===== src/lps_consts.svh =====
`ifndef LPS_CONSTS_SVH
`define LPS_CONSTS_SVH

// Register offsets
`define LPS_OFS_LIGHT_GAIN      8'h04
`define LPS_OFS_LIGHT_TIME      8'h05
`define LPS_OFS_EMITTER_CTRL    8'h06
`define LPS_OFS_PROX_GAIN       8'h07
`define LPS_OFS_PROX_PULSE      8'h08
`define LPS_OFS_PROX_TIME       8'h09
`define LPS_OFS_PROX_OFS_LOW    8'h14
`define LPS_OFS_PROX_OFS_HIGH   8'h15
`define LPS_OFS_PROX_COUNT_LOW  8'h18
`define LPS_OFS_PROX_COUNT_HIGH 8'h19
`define LPS_OFS_CH0_LOW         8'h1c
`define LPS_OFS_CH0_HIGH        8'h1d
`define LPS_OFS_CH1_LOW         8'h1e
`define LPS_OFS_CH1_HIGH        8'h1f

// Reset values
`define LPS_RST_LIGHT_GAIN      8'h00
`define LPS_RST_LIGHT_TIME      8'h3f
`define LPS_RST_EMITTER_CTRL    8'h48
`define LPS_RST_PROX_GAIN       8'h00
`define LPS_RST_PROX_PULSE      8'h01
`define LPS_RST_PROX_TIME       8'h0f
`define LPS_RST_PROX_OFS        16'h0000

// Field limits
`define LPS_LIGHT_FULL_TIME     8'h3f
`define LPS_PROX_FULL_TIME      4'hf

// Timing: one measurement step
`define LPS_CLK_PERIOD_NS       20
`define LPS_STEP_TIME_NS        1000
`define LPS_STEP_CYCLES ((`LPS_STEP_TIME_NS + `LPS_CLK_PERIOD_NS - 1) / `LPS_CLK_PERIOD_NS)

`endif


===== src/lps_pkg.sv =====
package lps_pkg;

  typedef struct packed {
    logic [1:0] current;
    logic [5:0] width;
  } emitter_ctrl_s;

  typedef enum logic [2:0] {
    I_IDLE     = 3'b000,
    I_ADDR     = 3'b001,
    I_ADDR_ACK = 3'b010,
    I_WR       = 3'b011,
    I_WR_ACK   = 3'b100,
    I_RD       = 3'b101,
    I_RD_ACK   = 3'b110
  } i2c_state_e;

  typedef enum logic [1:0] {
    P_IDLE = 2'b00,
    P_ON   = 2'b01,
    P_OFF  = 2'b10,
    P_DONE = 2'b11
  } prox_state_e;

endpackage : lps_pkg


===== src/light_channel_accum.sv =====
`timescale 1ns/10ps
module light_channel_accum (
  input  wire logic        i_clk,
  input  wire logic        i_rst,
  input  wire logic        i_end,
  input  wire logic        i_pulse,
  input  wire logic [15:0] i_max,
  output logic      [15:0] o_count
);
  import lps_pkg::*;

  logic [15:0] acc_q;
  logic [15:0] acc_d;
  logic [15:0] count_q;
  logic [15:0] count_d;

  always_comb begin
    acc_d   = acc_q;
    count_d = count_q;
    if (i_pulse && acc_q < i_max) begin
      acc_d = acc_q + 16'h0001;  // [RULE6]
    end
    if (i_end) begin
      count_d = (acc_d > i_max) ? i_max : acc_d;  // [RULE6]
      acc_d   = 16'h0000;
    end
  end

  always_ff @(posedge i_clk or posedge i_rst) begin
    if (i_rst) begin
      acc_q   <= 16'h0000;
      count_q <= 16'h0000;
    end else begin
      acc_q   <= acc_d;
      count_q <= count_d;
    end
  end

  assign o_count = count_q;

endmodule : light_channel_accum


===== src/light_proximity_sensor_readout.sv =====
`timescale 1ns/10ps
`include "lps_consts.svh"
// How it works
// [RULE1] All settings and counts are reached through the I2C slave port.
// [RULE2] Light integration register sets the light conversion time; larger means longer.
// [RULE3] Light time 0x3f or more gives the full 16-bit range 0 to 65535.
// [RULE4] Light gain drives the amplifier and never changes the measurement time.
// [RULE5] Two light channel counts readable as byte pairs at 0x1c/0x1d and 0x1e/0x1f.
// [RULE6] Light channel counts saturate at their top value instead of wrapping.
// [RULE7] Emitter is pulsed; count is intensity with emission minus without.
// [RULE8] Proximity time sets conversion time; 0x0f gives 12-bit results 0 to 4095. Here it only sets the result cap, not the cycle length.
// [RULE9] Proximity gain selects receive gain and resets to zero.
// [RULE10] Emitter control bits 7:6 set drive current, bits 5:0 pulse width.
// [RULE11] Pulse-count register sets pulses per cycle; more pulses lengthen the cycle.
// [RULE12] The 16-bit offset at 0x14/0x15 is subtracted from the raw proximity result.
// [RULE13] Host should program the offset slightly below the measured background.
// [RULE14] An offset above the raw result gives a count of zero, not a wrap.
module light_proximity_sensor_readout #(
  parameter logic [6:0] I2C_ADDR             = 7'h2a,  // Arbitrary slave address
  parameter int         STEP_CYCLES          = `LPS_STEP_CYCLES,
  parameter int         LIGHT_STEPS_PER_CODE = 1024
) (
  input  wire logic                  i_clk,
  input  wire logic                  i_rst,
  input  wire logic                  i_scl,
  input  wire logic                  i_sda,
  input  wire logic [1:0]            i_light_pulse,
  input  wire logic                  i_prox_pulse,
  output logic                       o_sda_o,
  output logic                       o_sda_oe,
  output logic                       o_emitter_on,
  output lps_pkg::emitter_ctrl_s     o_emitter_cfg,
  output logic      [7:0]            o_light_gain,
  output logic      [7:0]            o_prox_gain
);
  import lps_pkg::*;

  // Pin synchronisers: change accepted once stages 2 and 3 agree
  logic [4:0] pin_raw;
  logic [4:0] sync1_q, sync2_q, sync3_q, filt_q, prev_q;
  logic [4:0] filt_d, rise;
  assign pin_raw = {i_prox_pulse, i_light_pulse, i_sda, i_scl};
  always_comb begin
    filt_d = filt_q;
    for (int i = 0; i < 5; i++) begin
      if (sync2_q[i] == sync3_q[i]) begin
        filt_d[i] = sync3_q[i];
      end
    end
  end
  always_ff @(posedge i_clk or posedge i_rst) begin
    if (i_rst) begin
      sync1_q <= 5'h03;
      sync2_q <= 5'h03;
      sync3_q <= 5'h03;
      filt_q  <= 5'h03;
      prev_q  <= 5'h03;
    end else begin
      sync1_q <= pin_raw;
      sync2_q <= sync1_q;
      sync3_q <= sync2_q;
      filt_q  <= filt_d;
      prev_q  <= filt_q;
    end
  end
  assign rise = filt_q & ~prev_q;

  logic scl, sda, scl_rise, scl_fall, start_c, stop_c;
  assign scl      = filt_q[0];
  assign sda      = filt_q[1];
  assign scl_rise = scl & ~prev_q[0];
  assign scl_fall = ~scl & prev_q[0];
  assign start_c  = scl & prev_q[0] & ~sda & prev_q[1];
  assign stop_c   = scl & prev_q[0] & sda & ~prev_q[1];

  // Register file
  logic [7:0]    light_gain_q, light_gain_d, light_time_q, light_time_d;
  logic [7:0]    prox_gain_q, prox_gain_d, prox_pulse_q, prox_pulse_d;
  logic [7:0]    prox_time_q, prox_time_d;
  logic [15:0]   prox_ofs_q, prox_ofs_d;
  emitter_ctrl_s emitter_q, emitter_d;
  logic [15:0]   light_cnt [2];
  logic [11:0]   prox_count_q, prox_count_d;

  // I2C slave
  i2c_state_e i2c_q, i2c_d;
  logic [3:0] cnt_q, cnt_d;
  logic [7:0] shreg_q, shreg_d, ptr_q, ptr_d, rdata;
  logic       rw_q, rw_d, first_q, first_d, nack_q, nack_d, sda_oe_q, sda_oe_d;
  logic       wr_stb;

  always_comb begin
    unique case (ptr_q)
      `LPS_OFS_LIGHT_GAIN:      rdata = light_gain_q;
      `LPS_OFS_LIGHT_TIME:      rdata = light_time_q;
      `LPS_OFS_EMITTER_CTRL:    rdata = emitter_q;
      `LPS_OFS_PROX_GAIN:       rdata = prox_gain_q;
      `LPS_OFS_PROX_PULSE:      rdata = prox_pulse_q;
      `LPS_OFS_PROX_TIME:       rdata = prox_time_q;
      `LPS_OFS_PROX_OFS_LOW:    rdata = prox_ofs_q[7:0];
      `LPS_OFS_PROX_OFS_HIGH:   rdata = prox_ofs_q[15:8];
      `LPS_OFS_PROX_COUNT_LOW:  rdata = prox_count_q[7:0];
      `LPS_OFS_PROX_COUNT_HIGH: rdata = {4'h0, prox_count_q[11:8]};
      `LPS_OFS_CH0_LOW:         rdata = light_cnt[0][7:0];   // [RULE5]
      `LPS_OFS_CH0_HIGH:        rdata = light_cnt[0][15:8];  // [RULE5]
      `LPS_OFS_CH1_LOW:         rdata = light_cnt[1][7:0];   // [RULE5]
      `LPS_OFS_CH1_HIGH:        rdata = light_cnt[1][15:8];  // [RULE5]
      default:                  rdata = 8'h00;
    endcase
  end

  always_comb begin
    i2c_d    = i2c_q;
    cnt_d    = cnt_q;
    shreg_d  = shreg_q;
    ptr_d    = ptr_q;
    rw_d     = rw_q;
    first_d  = first_q;
    nack_d   = nack_q;
    sda_oe_d = sda_oe_q;
    wr_stb   = 1'b0;
    if (start_c) begin  // [RULE1]
      i2c_d    = I_ADDR;
      cnt_d    = 4'h0;
      sda_oe_d = 1'b0;
    end else if (stop_c) begin
      i2c_d    = I_IDLE;
      sda_oe_d = 1'b0;
    end else if (scl_rise) begin
      unique case (i2c_q)
        I_ADDR, I_WR: begin
          shreg_d = {shreg_q[6:0], sda};
          cnt_d   = cnt_q + 4'h1;
        end
        I_RD_ACK: nack_d = sda;
        I_IDLE, I_ADDR_ACK, I_WR_ACK, I_RD: begin
        end
      endcase
    end else if (scl_fall) begin
      unique case (i2c_q)
        I_IDLE: begin
        end
        I_ADDR: begin
          if (cnt_q == 4'h8) begin
            if (shreg_q[7:1] == I2C_ADDR) begin
              i2c_d    = I_ADDR_ACK;
              rw_d     = shreg_q[0];
              sda_oe_d = 1'b1;
            end else begin
              i2c_d = I_IDLE;
            end
          end
        end
        I_ADDR_ACK, I_RD_ACK: begin
          cnt_d   = 4'h0;
          first_d = 1'b1;
          if (i2c_q == I_RD_ACK && nack_q) begin
            i2c_d    = I_IDLE;
            sda_oe_d = 1'b0;
          end else if (rw_q) begin
            i2c_d    = I_RD;
            shreg_d  = {rdata[6:0], 1'b0};
            sda_oe_d = ~rdata[7];
            ptr_d    = ptr_q + 8'h01;
          end else begin
            i2c_d    = I_WR;
            sda_oe_d = 1'b0;
          end
        end
        I_WR: begin
          if (cnt_q == 4'h8) begin
            i2c_d    = I_WR_ACK;
            sda_oe_d = 1'b1;
            if (first_q) begin
              ptr_d   = shreg_q;
              first_d = 1'b0;
            end else begin
              wr_stb = 1'b1;
              ptr_d  = ptr_q + 8'h01;
            end
          end
        end
        I_WR_ACK: begin
          i2c_d    = I_WR;
          cnt_d    = 4'h0;
          sda_oe_d = 1'b0;
        end
        I_RD: begin
          cnt_d = cnt_q + 4'h1;
          if (cnt_q == 4'h7) begin
            i2c_d    = I_RD_ACK;
            sda_oe_d = 1'b0;
          end else begin
            sda_oe_d = ~shreg_q[7];
            shreg_d  = {shreg_q[6:0], 1'b0};
          end
        end
      endcase
    end
  end

  always_ff @(posedge i_clk or posedge i_rst) begin
    if (i_rst) begin
      i2c_q    <= I_IDLE;
      cnt_q    <= 4'h0;
      shreg_q  <= 8'h00;
      ptr_q    <= 8'h00;
      rw_q     <= 1'b0;
      first_q  <= 1'b0;
      nack_q   <= 1'b0;
      sda_oe_q <= 1'b0;
      o_sda_o  <= 1'b0;
    end else begin
      i2c_q    <= i2c_d;
      cnt_q    <= cnt_d;
      shreg_q  <= shreg_d;
      ptr_q    <= ptr_d;
      rw_q     <= rw_d;
      first_q  <= first_d;
      nack_q   <= nack_d;
      sda_oe_q <= sda_oe_d;
      o_sda_o  <= 1'b0;
    end
  end
  assign o_sda_oe = sda_oe_q;

  // Register writes; read-only and unmapped offsets ignore writes
  always_comb begin
    light_gain_d = light_gain_q;
    light_time_d = light_time_q;
    emitter_d    = emitter_q;
    prox_gain_d  = prox_gain_q;
    prox_pulse_d = prox_pulse_q;
    prox_time_d  = prox_time_q;
    prox_ofs_d   = prox_ofs_q;
    if (wr_stb) begin
      unique case (ptr_q)
        `LPS_OFS_LIGHT_GAIN:    light_gain_d = shreg_q;  // [RULE4]
        `LPS_OFS_LIGHT_TIME:    light_time_d = shreg_q;  // [RULE2]
        `LPS_OFS_EMITTER_CTRL:  emitter_d    = shreg_q;  // [RULE10]
        `LPS_OFS_PROX_GAIN:     prox_gain_d  = shreg_q;  // [RULE9]
        `LPS_OFS_PROX_PULSE:    prox_pulse_d = shreg_q;  // [RULE11]
        `LPS_OFS_PROX_TIME:     prox_time_d  = shreg_q;  // [RULE8]
        `LPS_OFS_PROX_OFS_LOW:  prox_ofs_d[7:0]  = shreg_q;  // [RULE12]
        `LPS_OFS_PROX_OFS_HIGH: prox_ofs_d[15:8] = shreg_q;  // [RULE12]
        default: begin
        end
      endcase
    end
  end

  always_ff @(posedge i_clk or posedge i_rst) begin
    if (i_rst) begin
      light_gain_q <= `LPS_RST_LIGHT_GAIN;
      light_time_q <= `LPS_RST_LIGHT_TIME;
      emitter_q    <= `LPS_RST_EMITTER_CTRL;
      prox_gain_q  <= `LPS_RST_PROX_GAIN;  // [RULE9]
      prox_pulse_q <= `LPS_RST_PROX_PULSE;
      prox_time_q  <= `LPS_RST_PROX_TIME;
      prox_ofs_q   <= `LPS_RST_PROX_OFS;
    end else begin
      light_gain_q <= light_gain_d;
      light_time_q <= light_time_d;
      emitter_q    <= emitter_d;
      prox_gain_q  <= prox_gain_d;
      prox_pulse_q <= prox_pulse_d;
      prox_time_q  <= prox_time_d;
      prox_ofs_q   <= prox_ofs_d;
    end
  end
  assign o_light_gain  = light_gain_q;
  assign o_prox_gain   = prox_gain_q;
  assign o_emitter_cfg = emitter_q;  // [RULE10]

  // Step divider
  logic [15:0] div_q, div_d;
  logic        step;
  assign step = (div_q == 16'(STEP_CYCLES - 1));
  always_comb div_d = step ? 16'h0000 : div_q + 16'h0001;

  // Ambient light timing: length depends on time register only
  logic [17:0] light_step_q, light_step_d, light_target;
  logic [15:0] light_max;
  logic        light_end;
  assign light_target = 18'((32'(light_time_q) + 32'd1) * LIGHT_STEPS_PER_CODE - 1);  // [RULE2]
  assign light_max    = (light_time_q >= `LPS_LIGHT_FULL_TIME) ? 16'hffff :
                        {6'(light_time_q + 8'h01), 10'h3ff};  // [RULE3]
  assign light_end    = step && (light_step_q >= light_target);  // [RULE4]
  always_comb begin
    light_step_d = light_step_q;
    if (wr_stb && ptr_q == `LPS_OFS_LIGHT_TIME) begin
      // New time starts a fresh period so the step count never overshoots
      light_step_d = 18'h00000;  // [RULE2]
    end else if (light_end) begin
      light_step_d = 18'h00000;
    end else if (step) begin
      light_step_d = light_step_q + 18'h00001;
    end
  end

  for (genvar g = 0; g < 2; g++) begin : g_light
    light_channel_accum u_accum (
      .i_clk   (i_clk),
      .i_rst   (i_rst),
      .i_end   (light_end),
      .i_pulse (rise[2 + g]),
      .i_max   (light_max),
      .o_count (light_cnt[g])
    );
  end

  // Proximity sequencer: emission window then equal dark window per pulse
  prox_state_e prox_q, prox_d;
  logic [7:0]  pulse_idx_q, pulse_idx_d;
  logic [5:0]  win_q, win_d;
  logic [15:0] on_acc_q, on_acc_d, off_acc_q, off_acc_d;
  logic [11:0] prox_max, raw;
  logic [3:0]  ptime;
  logic        emitter_on_d, win_end;
  assign ptime    = (prox_time_q > 8'h0f) ? `LPS_PROX_FULL_TIME : prox_time_q[3:0];
  assign prox_max = {ptime, 8'hff};  // [RULE8]
  assign raw      = (on_acc_q <= off_acc_q) ? 12'h000 :
                    ((on_acc_q - off_acc_q > {4'h0, prox_max}) ? prox_max :
                     12'(on_acc_q - off_acc_q));  // [RULE7]
  assign win_end  = step && (win_q == emitter_q.width);  // [RULE10]

  always_comb begin
    prox_d       = prox_q;
    pulse_idx_d  = pulse_idx_q;
    win_d        = win_q;
    on_acc_d     = on_acc_q;
    off_acc_d    = off_acc_q;
    prox_count_d = prox_count_q;
    if (step && !win_end) begin
      win_d = win_q + 6'h01;
    end
    unique case (prox_q)
      P_IDLE: begin
        prox_d      = P_ON;
        pulse_idx_d = 8'h00;
        win_d       = 6'h00;
        on_acc_d    = 16'h0000;
        off_acc_d   = 16'h0000;
      end
      P_ON: begin
        if (rise[4] && on_acc_q != 16'hffff) begin
          on_acc_d = on_acc_q + 16'h0001;
        end
        if (win_end) begin
          prox_d = P_OFF;
          win_d  = 6'h00;
        end
      end
      P_OFF: begin
        if (rise[4] && off_acc_q != 16'hffff) begin
          off_acc_d = off_acc_q + 16'h0001;  // [RULE7]
        end
        if (win_end) begin
          win_d = 6'h00;
          if (pulse_idx_q == prox_pulse_q) begin  // [RULE11]
            prox_d = P_DONE;
          end else begin
            pulse_idx_d = pulse_idx_q + 8'h01;
            prox_d      = P_ON;
          end
        end
      end
      P_DONE: begin
        prox_d       = P_IDLE;
        prox_count_d = ({4'h0, raw} > prox_ofs_q) ?
                       12'({4'h0, raw} - prox_ofs_q) : 12'h000;  // [RULE12] [RULE14]
      end
    endcase
    emitter_on_d = (prox_d == P_ON);  // [RULE7]
  end

  always_ff @(posedge i_clk or posedge i_rst) begin
    if (i_rst) begin
      div_q        <= 16'h0000;
      light_step_q <= 18'h00000;
      prox_q       <= P_IDLE;
      pulse_idx_q  <= 8'h00;
      win_q        <= 6'h00;
      on_acc_q     <= 16'h0000;
      off_acc_q    <= 16'h0000;
      prox_count_q <= 12'h000;
      o_emitter_on <= 1'b0;
    end else begin
      div_q        <= div_d;
      light_step_q <= light_step_d;
      prox_q       <= prox_d;
      pulse_idx_q  <= pulse_idx_d;
      win_q        <= win_d;
      on_acc_q     <= on_acc_d;
      off_acc_q    <= off_acc_d;
      prox_count_q <= prox_count_d;
      o_emitter_on <= emitter_on_d;
    end
  end

  // Checks
  logic [8:0] emit_cnt_q;
  always_ff @(posedge i_clk or posedge i_rst) begin
    if (i_rst) begin
      emit_cnt_q <= 9'h000;
    end else if (prox_q == P_IDLE) begin
      emit_cnt_q <= 9'h000;
    end else if (prox_q == P_OFF && win_end) begin
      emit_cnt_q <= emit_cnt_q + 9'h001;
    end
  end

  // Cycles the emitter has been on in the current pulse
  logic [15:0] on_len_q;
  always_ff @(posedge i_clk or posedge i_rst) begin
    if (i_rst) begin
      on_len_q <= 16'h0000;
    end else if (o_emitter_on) begin
      on_len_q <= on_len_q + 16'h0001;
    end else begin
      on_len_q <= 16'h0000;
    end
  end
endmodule : light_proximity_sensor_readout


===== config.mk =====
export PLATFORM = sky130hd
export DESIGN_NAME = light_proximity_sensor_readout
export DESIGN_NICKNAME = d
export VERILOG_FILES = /design/src/lps_pkg.sv /design/src/light_channel_accum.sv /design/src/light_proximity_sensor_readout.sv
export VERILOG_INCLUDE_DIRS = /design/src
export SDC_FILE = /design/constraint.sdc
export NUM_CORES = 1
export LEC_CHECK = 0
export BUFFER_PORTS_ARGS = -buffer_cell sky130_fd_sc_hd__buf_2
export CAP_MARGIN = 40
export CORE_MARGIN = 2
export CORE_UTILIZATION = 40
export DETAILED_ROUTE_END_ITERATION = 7
export PLACE_DENSITY = 0.6
export SYNTH_ARGS = -nofsm -noshare
export SYNTH_HDL_FRONTEND = slang
export SYNTH_SLANG_ARGS = --single-unit
export TNS_END_PERCENT = 10

===== constraint.sdc =====
create_clock -name i_clk -period 21 [get_ports i_clk]
set_input_delay 2.1 -clock i_clk [delete_from_list [all_inputs] [get_ports i_clk]]
set_output_delay 2.1 -clock i_clk [all_outputs]
set_load 0.01 [all_outputs]

==> results.toml <==
[run_status]
outcome = "complete, no violations"

[logic_synthesis]
syn_area_um2 = 16200
ys_seq_area_share_pct = 42.6
syn_nets = 1804
avgSynthCellArea_um2 = 9.50
yosysWarnings = 0
synthArstFlopShare_pct = 100
synth-seq-cells = 275
synth_ff_type = "dfrtp_1"
synth_edf_count = 0
yosysUniqueCellTypes = 87
synthCells = 1707

[grt]
track_usage_pct = 20.1
grt_max_degree = 111
grt_pass1_wl_um = 68000
antenna_found_initial = 0
overflow = 0
grt_pass1_vias = 12600

[floorplan]
core_area_um2 = 39900
die_y_um = 205
ios = 34
initial_core_util_pct = 40.6
fp.dieW_um = 205
num_rows = 73
dieArea_um2 = 42200

[timing]
final-hold-violation-count = 0
setup_tns_ps = 0
hold-worst-slack_ps = 345
rsz0062_at_grt = "false"
fin_crit_ps = 6800
finalSetupViolCount = 0
fin_skew_ps = 22.4
period_share_pct = 32.4
fmax_ghz = 0.147
max-slew-margin-rel_pct = 37.5
slew_violations = 0
tightestPinTransition_ps = 929

[clock_tree]
holdBufCountCts = 0
cts_tree = "built"
cts.clk_slew.worst_paths_ps = 60
clk-insertion-delay-late_ps = 540
clockRootBuffer = "clkbuf_16"
htree_levels = 2
cts-resized-gates = 0
postCtsSetupBuffers = 0
numClockSinks = 275
clockBufferDepth = 3
numCtsBuffers = 34

[power_and_ir_drop]
switchingPower_mw = 0.519
leakagePower_nw = 8.07
combinationalPowerShare_pct = 26.8
peakVddDrop_v = 0.0000592
power_density_nw_per_um2 = 89.2
p_int_mw = 1.09
clockPowerShare_pct = 36.9
p_sw_share_pct = 32.3
power.share.sequential_pct = 36.2

[setup_path]
r2r-end = "prox_count_q[3]"
crit_required_ps = 21390
worst_path_largest_cell_delay_ps = 740
r2r-start = "on_acc_q[1]"
crit_path_end_kind = "flop"
crit_type = "flop to flop"
crit_slowest_cell = "a2111oi_4"
crit_arrival_ps = 7190
regToRegSetupSlack_ps = 14200
crit_top_cell = "ha_1"
crit_path_start_kind = "flop"
reg2reg_depth = 25
cp_max_fo = 16

[hold_path]
holdPathEnd = "sync2_q[2]"
whs_path_depth = 0
hp-class = "flop to flop"
min-delay-start = "sync1_q[2]"

[cells_and_area]
area_growth_pct = 11.2
antenna_cells = 0
drive_gt1_share_pct = 12.1
postLayoutCellArea_um2 = 18000
utilization_pct = 45.2
fin_nets = 1811

[placement]
dpl_cell_area_um2 = 16900
dp_hpwl_um = 30200
gp_congestion = 0.902
port_buffers = 32

[run]
maxCapViolCount = 0

[detailed_routing]
routed_wl_um = 41400
dr_total_vias = 12800
drt-initial-drc-count = 1112
remaining_drc_errors = 0
drt_first_pass_iters = 6
post_drt_wl_per_cell_um = 18.3
routed_via_density = 5.63
drtAntennaViolNets = 0
-- power groups by stage --
| stage | registers (mW) | clock network (mW) | logic, mW |
|---|---|---|---|
| final | 0.582 | 0.594 | 0.431 |
| after global routing | 0.586 | 0.632 | 0.484 |
| after CTS | 0.582 | 0.611 | 0.430 |
| after detailed placement | 0.591 | 0 | 0.428 |
| after global placement | 0.591 | 0 | 0.420 |
| after floorplan | 0.575 | 0 | 0.352 |
-- metrics by stage --
step                total power [mW]  setup slack, ps  cells
floorplan                      0.927            11360   1707
global placement                1.01            14330   2195
detailed placement              1.02            14250   2203
CTS                             1.62            14230   2265
global route                    1.70            13550   2265
finish                          1.61            14200   2265
-- flip-flops by register name, summed over array words and instances, names as in the netlist, 5 cells and up --
register and count:
g_light.u_accum.acc_q 32, g_light.u_accum.o_count 32, light_step_q 18, div_q 16, off_acc_q 16, on_acc_q 16
prox_ofs_q 16, prox_count_q 12, light_time_q 8, o_emitter_cfg 8, o_light_gain 8, o_prox_gain 8
prox_pulse_q 8, prox_time_q 8, ptr_q 8, pulse_idx_q 8, shreg_q 8, win_q 6
filt_q 5, prev_q 5, sync1_q 5, sync2_q 5, sync3_q 5
-- critical path: cells and delay by family (launching register included) --
kind	cells	cell delay (ps)
compound gates	12	3380
xor+xnor	1	120
fa+ha+maj	4	1220
buf+inv	2	290
flops	1	450
simple gates	6	1170
-- how the worst max path moves through the flow --
stage	from	endpoint	slack, ps	cells after the start
after floorplan	i_rst	cnt_q[0]	11360	1
after global placement	on_acc_q[1]	prox_count_q[10]	14330	25
after detailed placement	on_acc_q[1]	prox_count_q[8]	14250	25
after CTS	off_acc_q[1]	prox_count_q[3]	14230	26
after global routing	off_acc_q[1]	prox_count_q[3]	13550	26
final	on_acc_q[1]	prox_count_q[3]	14200	25
-- layer usage --
layer / global-route usage (%) / vias up / wire length, µm
li1: - / 6147 / -
met1: 27.6 / 6190 / 19000
met2: 32.2 / 322 / 18900
met3: 3.36 / 91 / 2090
met4: 7.19 / 0 / 1450
met5: 0 / - / 0
-- synth_stat cells (all sizes together) (9+ instances only) --
library cell / instances / share of area [%]
a31oi: 28 / 1.1
xnor2: 66 / 3.6
nand4: 40 / 1.6
nor3: 28 / 0.86
o22ai: 16 / 0.62
mux2i: 22 / 1.4
a21o: 13 / 0.60
nor4: 16 / 0.66
xor2: 60 / 3.2
o21a: 12 / 0.56
a21oi: 80 / 2.5
inv: 90 / 2.1
buf: 19 / 0.59
a22oi: 24 / 1.1
a222oi: 11 / 0.68
nand2b: 10 / 0.39
nand2: 132 / 3.1
dfrtp: 252 / 39
and4: 17 / 0.92
ha: 88 / 6.8
dfstp: 23 / 3.7
nand3: 51 / 1.6
a211oi: 10 / 0.46
a221oi: 9 / 0.49
clkbuf: 57 / 1.3
mux2: 66 / 4.7
nor2b: 25 / 0.96
o31ai: 15 / 0.69
and3: 42 / 1.6
o21ai: 89 / 2.7
nor2: 182 / 4.2
-- cells by family (layout without fill, tap and decap cells) --
logic type | after synthesis | count (layout) | synth area share (%)
buf+inv | 166 | 199 | 4.00
xor+xnor | 126 | 126 | 6.81
fa+ha+maj | 95 | 95 | 7.35
other cells | 1 | 1 | 0.0231
compound gates | 368 | 368 | 15.1
flops | 275 | 275 | 42.6
mux | 88 | 88 | 6.08
simple gates | 588 | 588 | 18.0
-- cell usage in the layout (no fill, tap or decap), drive strengths merged, types with 24 or more instances in the layout --
cell and instances:
nand4 40, clkbuf 45, o21ai 89, xnor2 66
nor2b 25, a22oi 24, mux2 66, nor2 182
nand2 132, a31oi 28, buf 47, a21oi 80
nand3 51, inv 91, ha 88, nor3 28
xor2 60, and3 42, dfrtp 252
-- layout make-up --
type / instances / area, µm²
Sequential cell: 275 / 6910
Fill cell: 3808 / 21900
Clock buffer: 45 / 943
Timing Repair Buffer: 47 / 322
Multi-Input combinational cell: 1266 / 8660
Tap cell: 525 / 657
Inverter: 90 / 345
Clock inverter: 17 / 190
No activity file was read; power rests on OpenSTA's default activity.
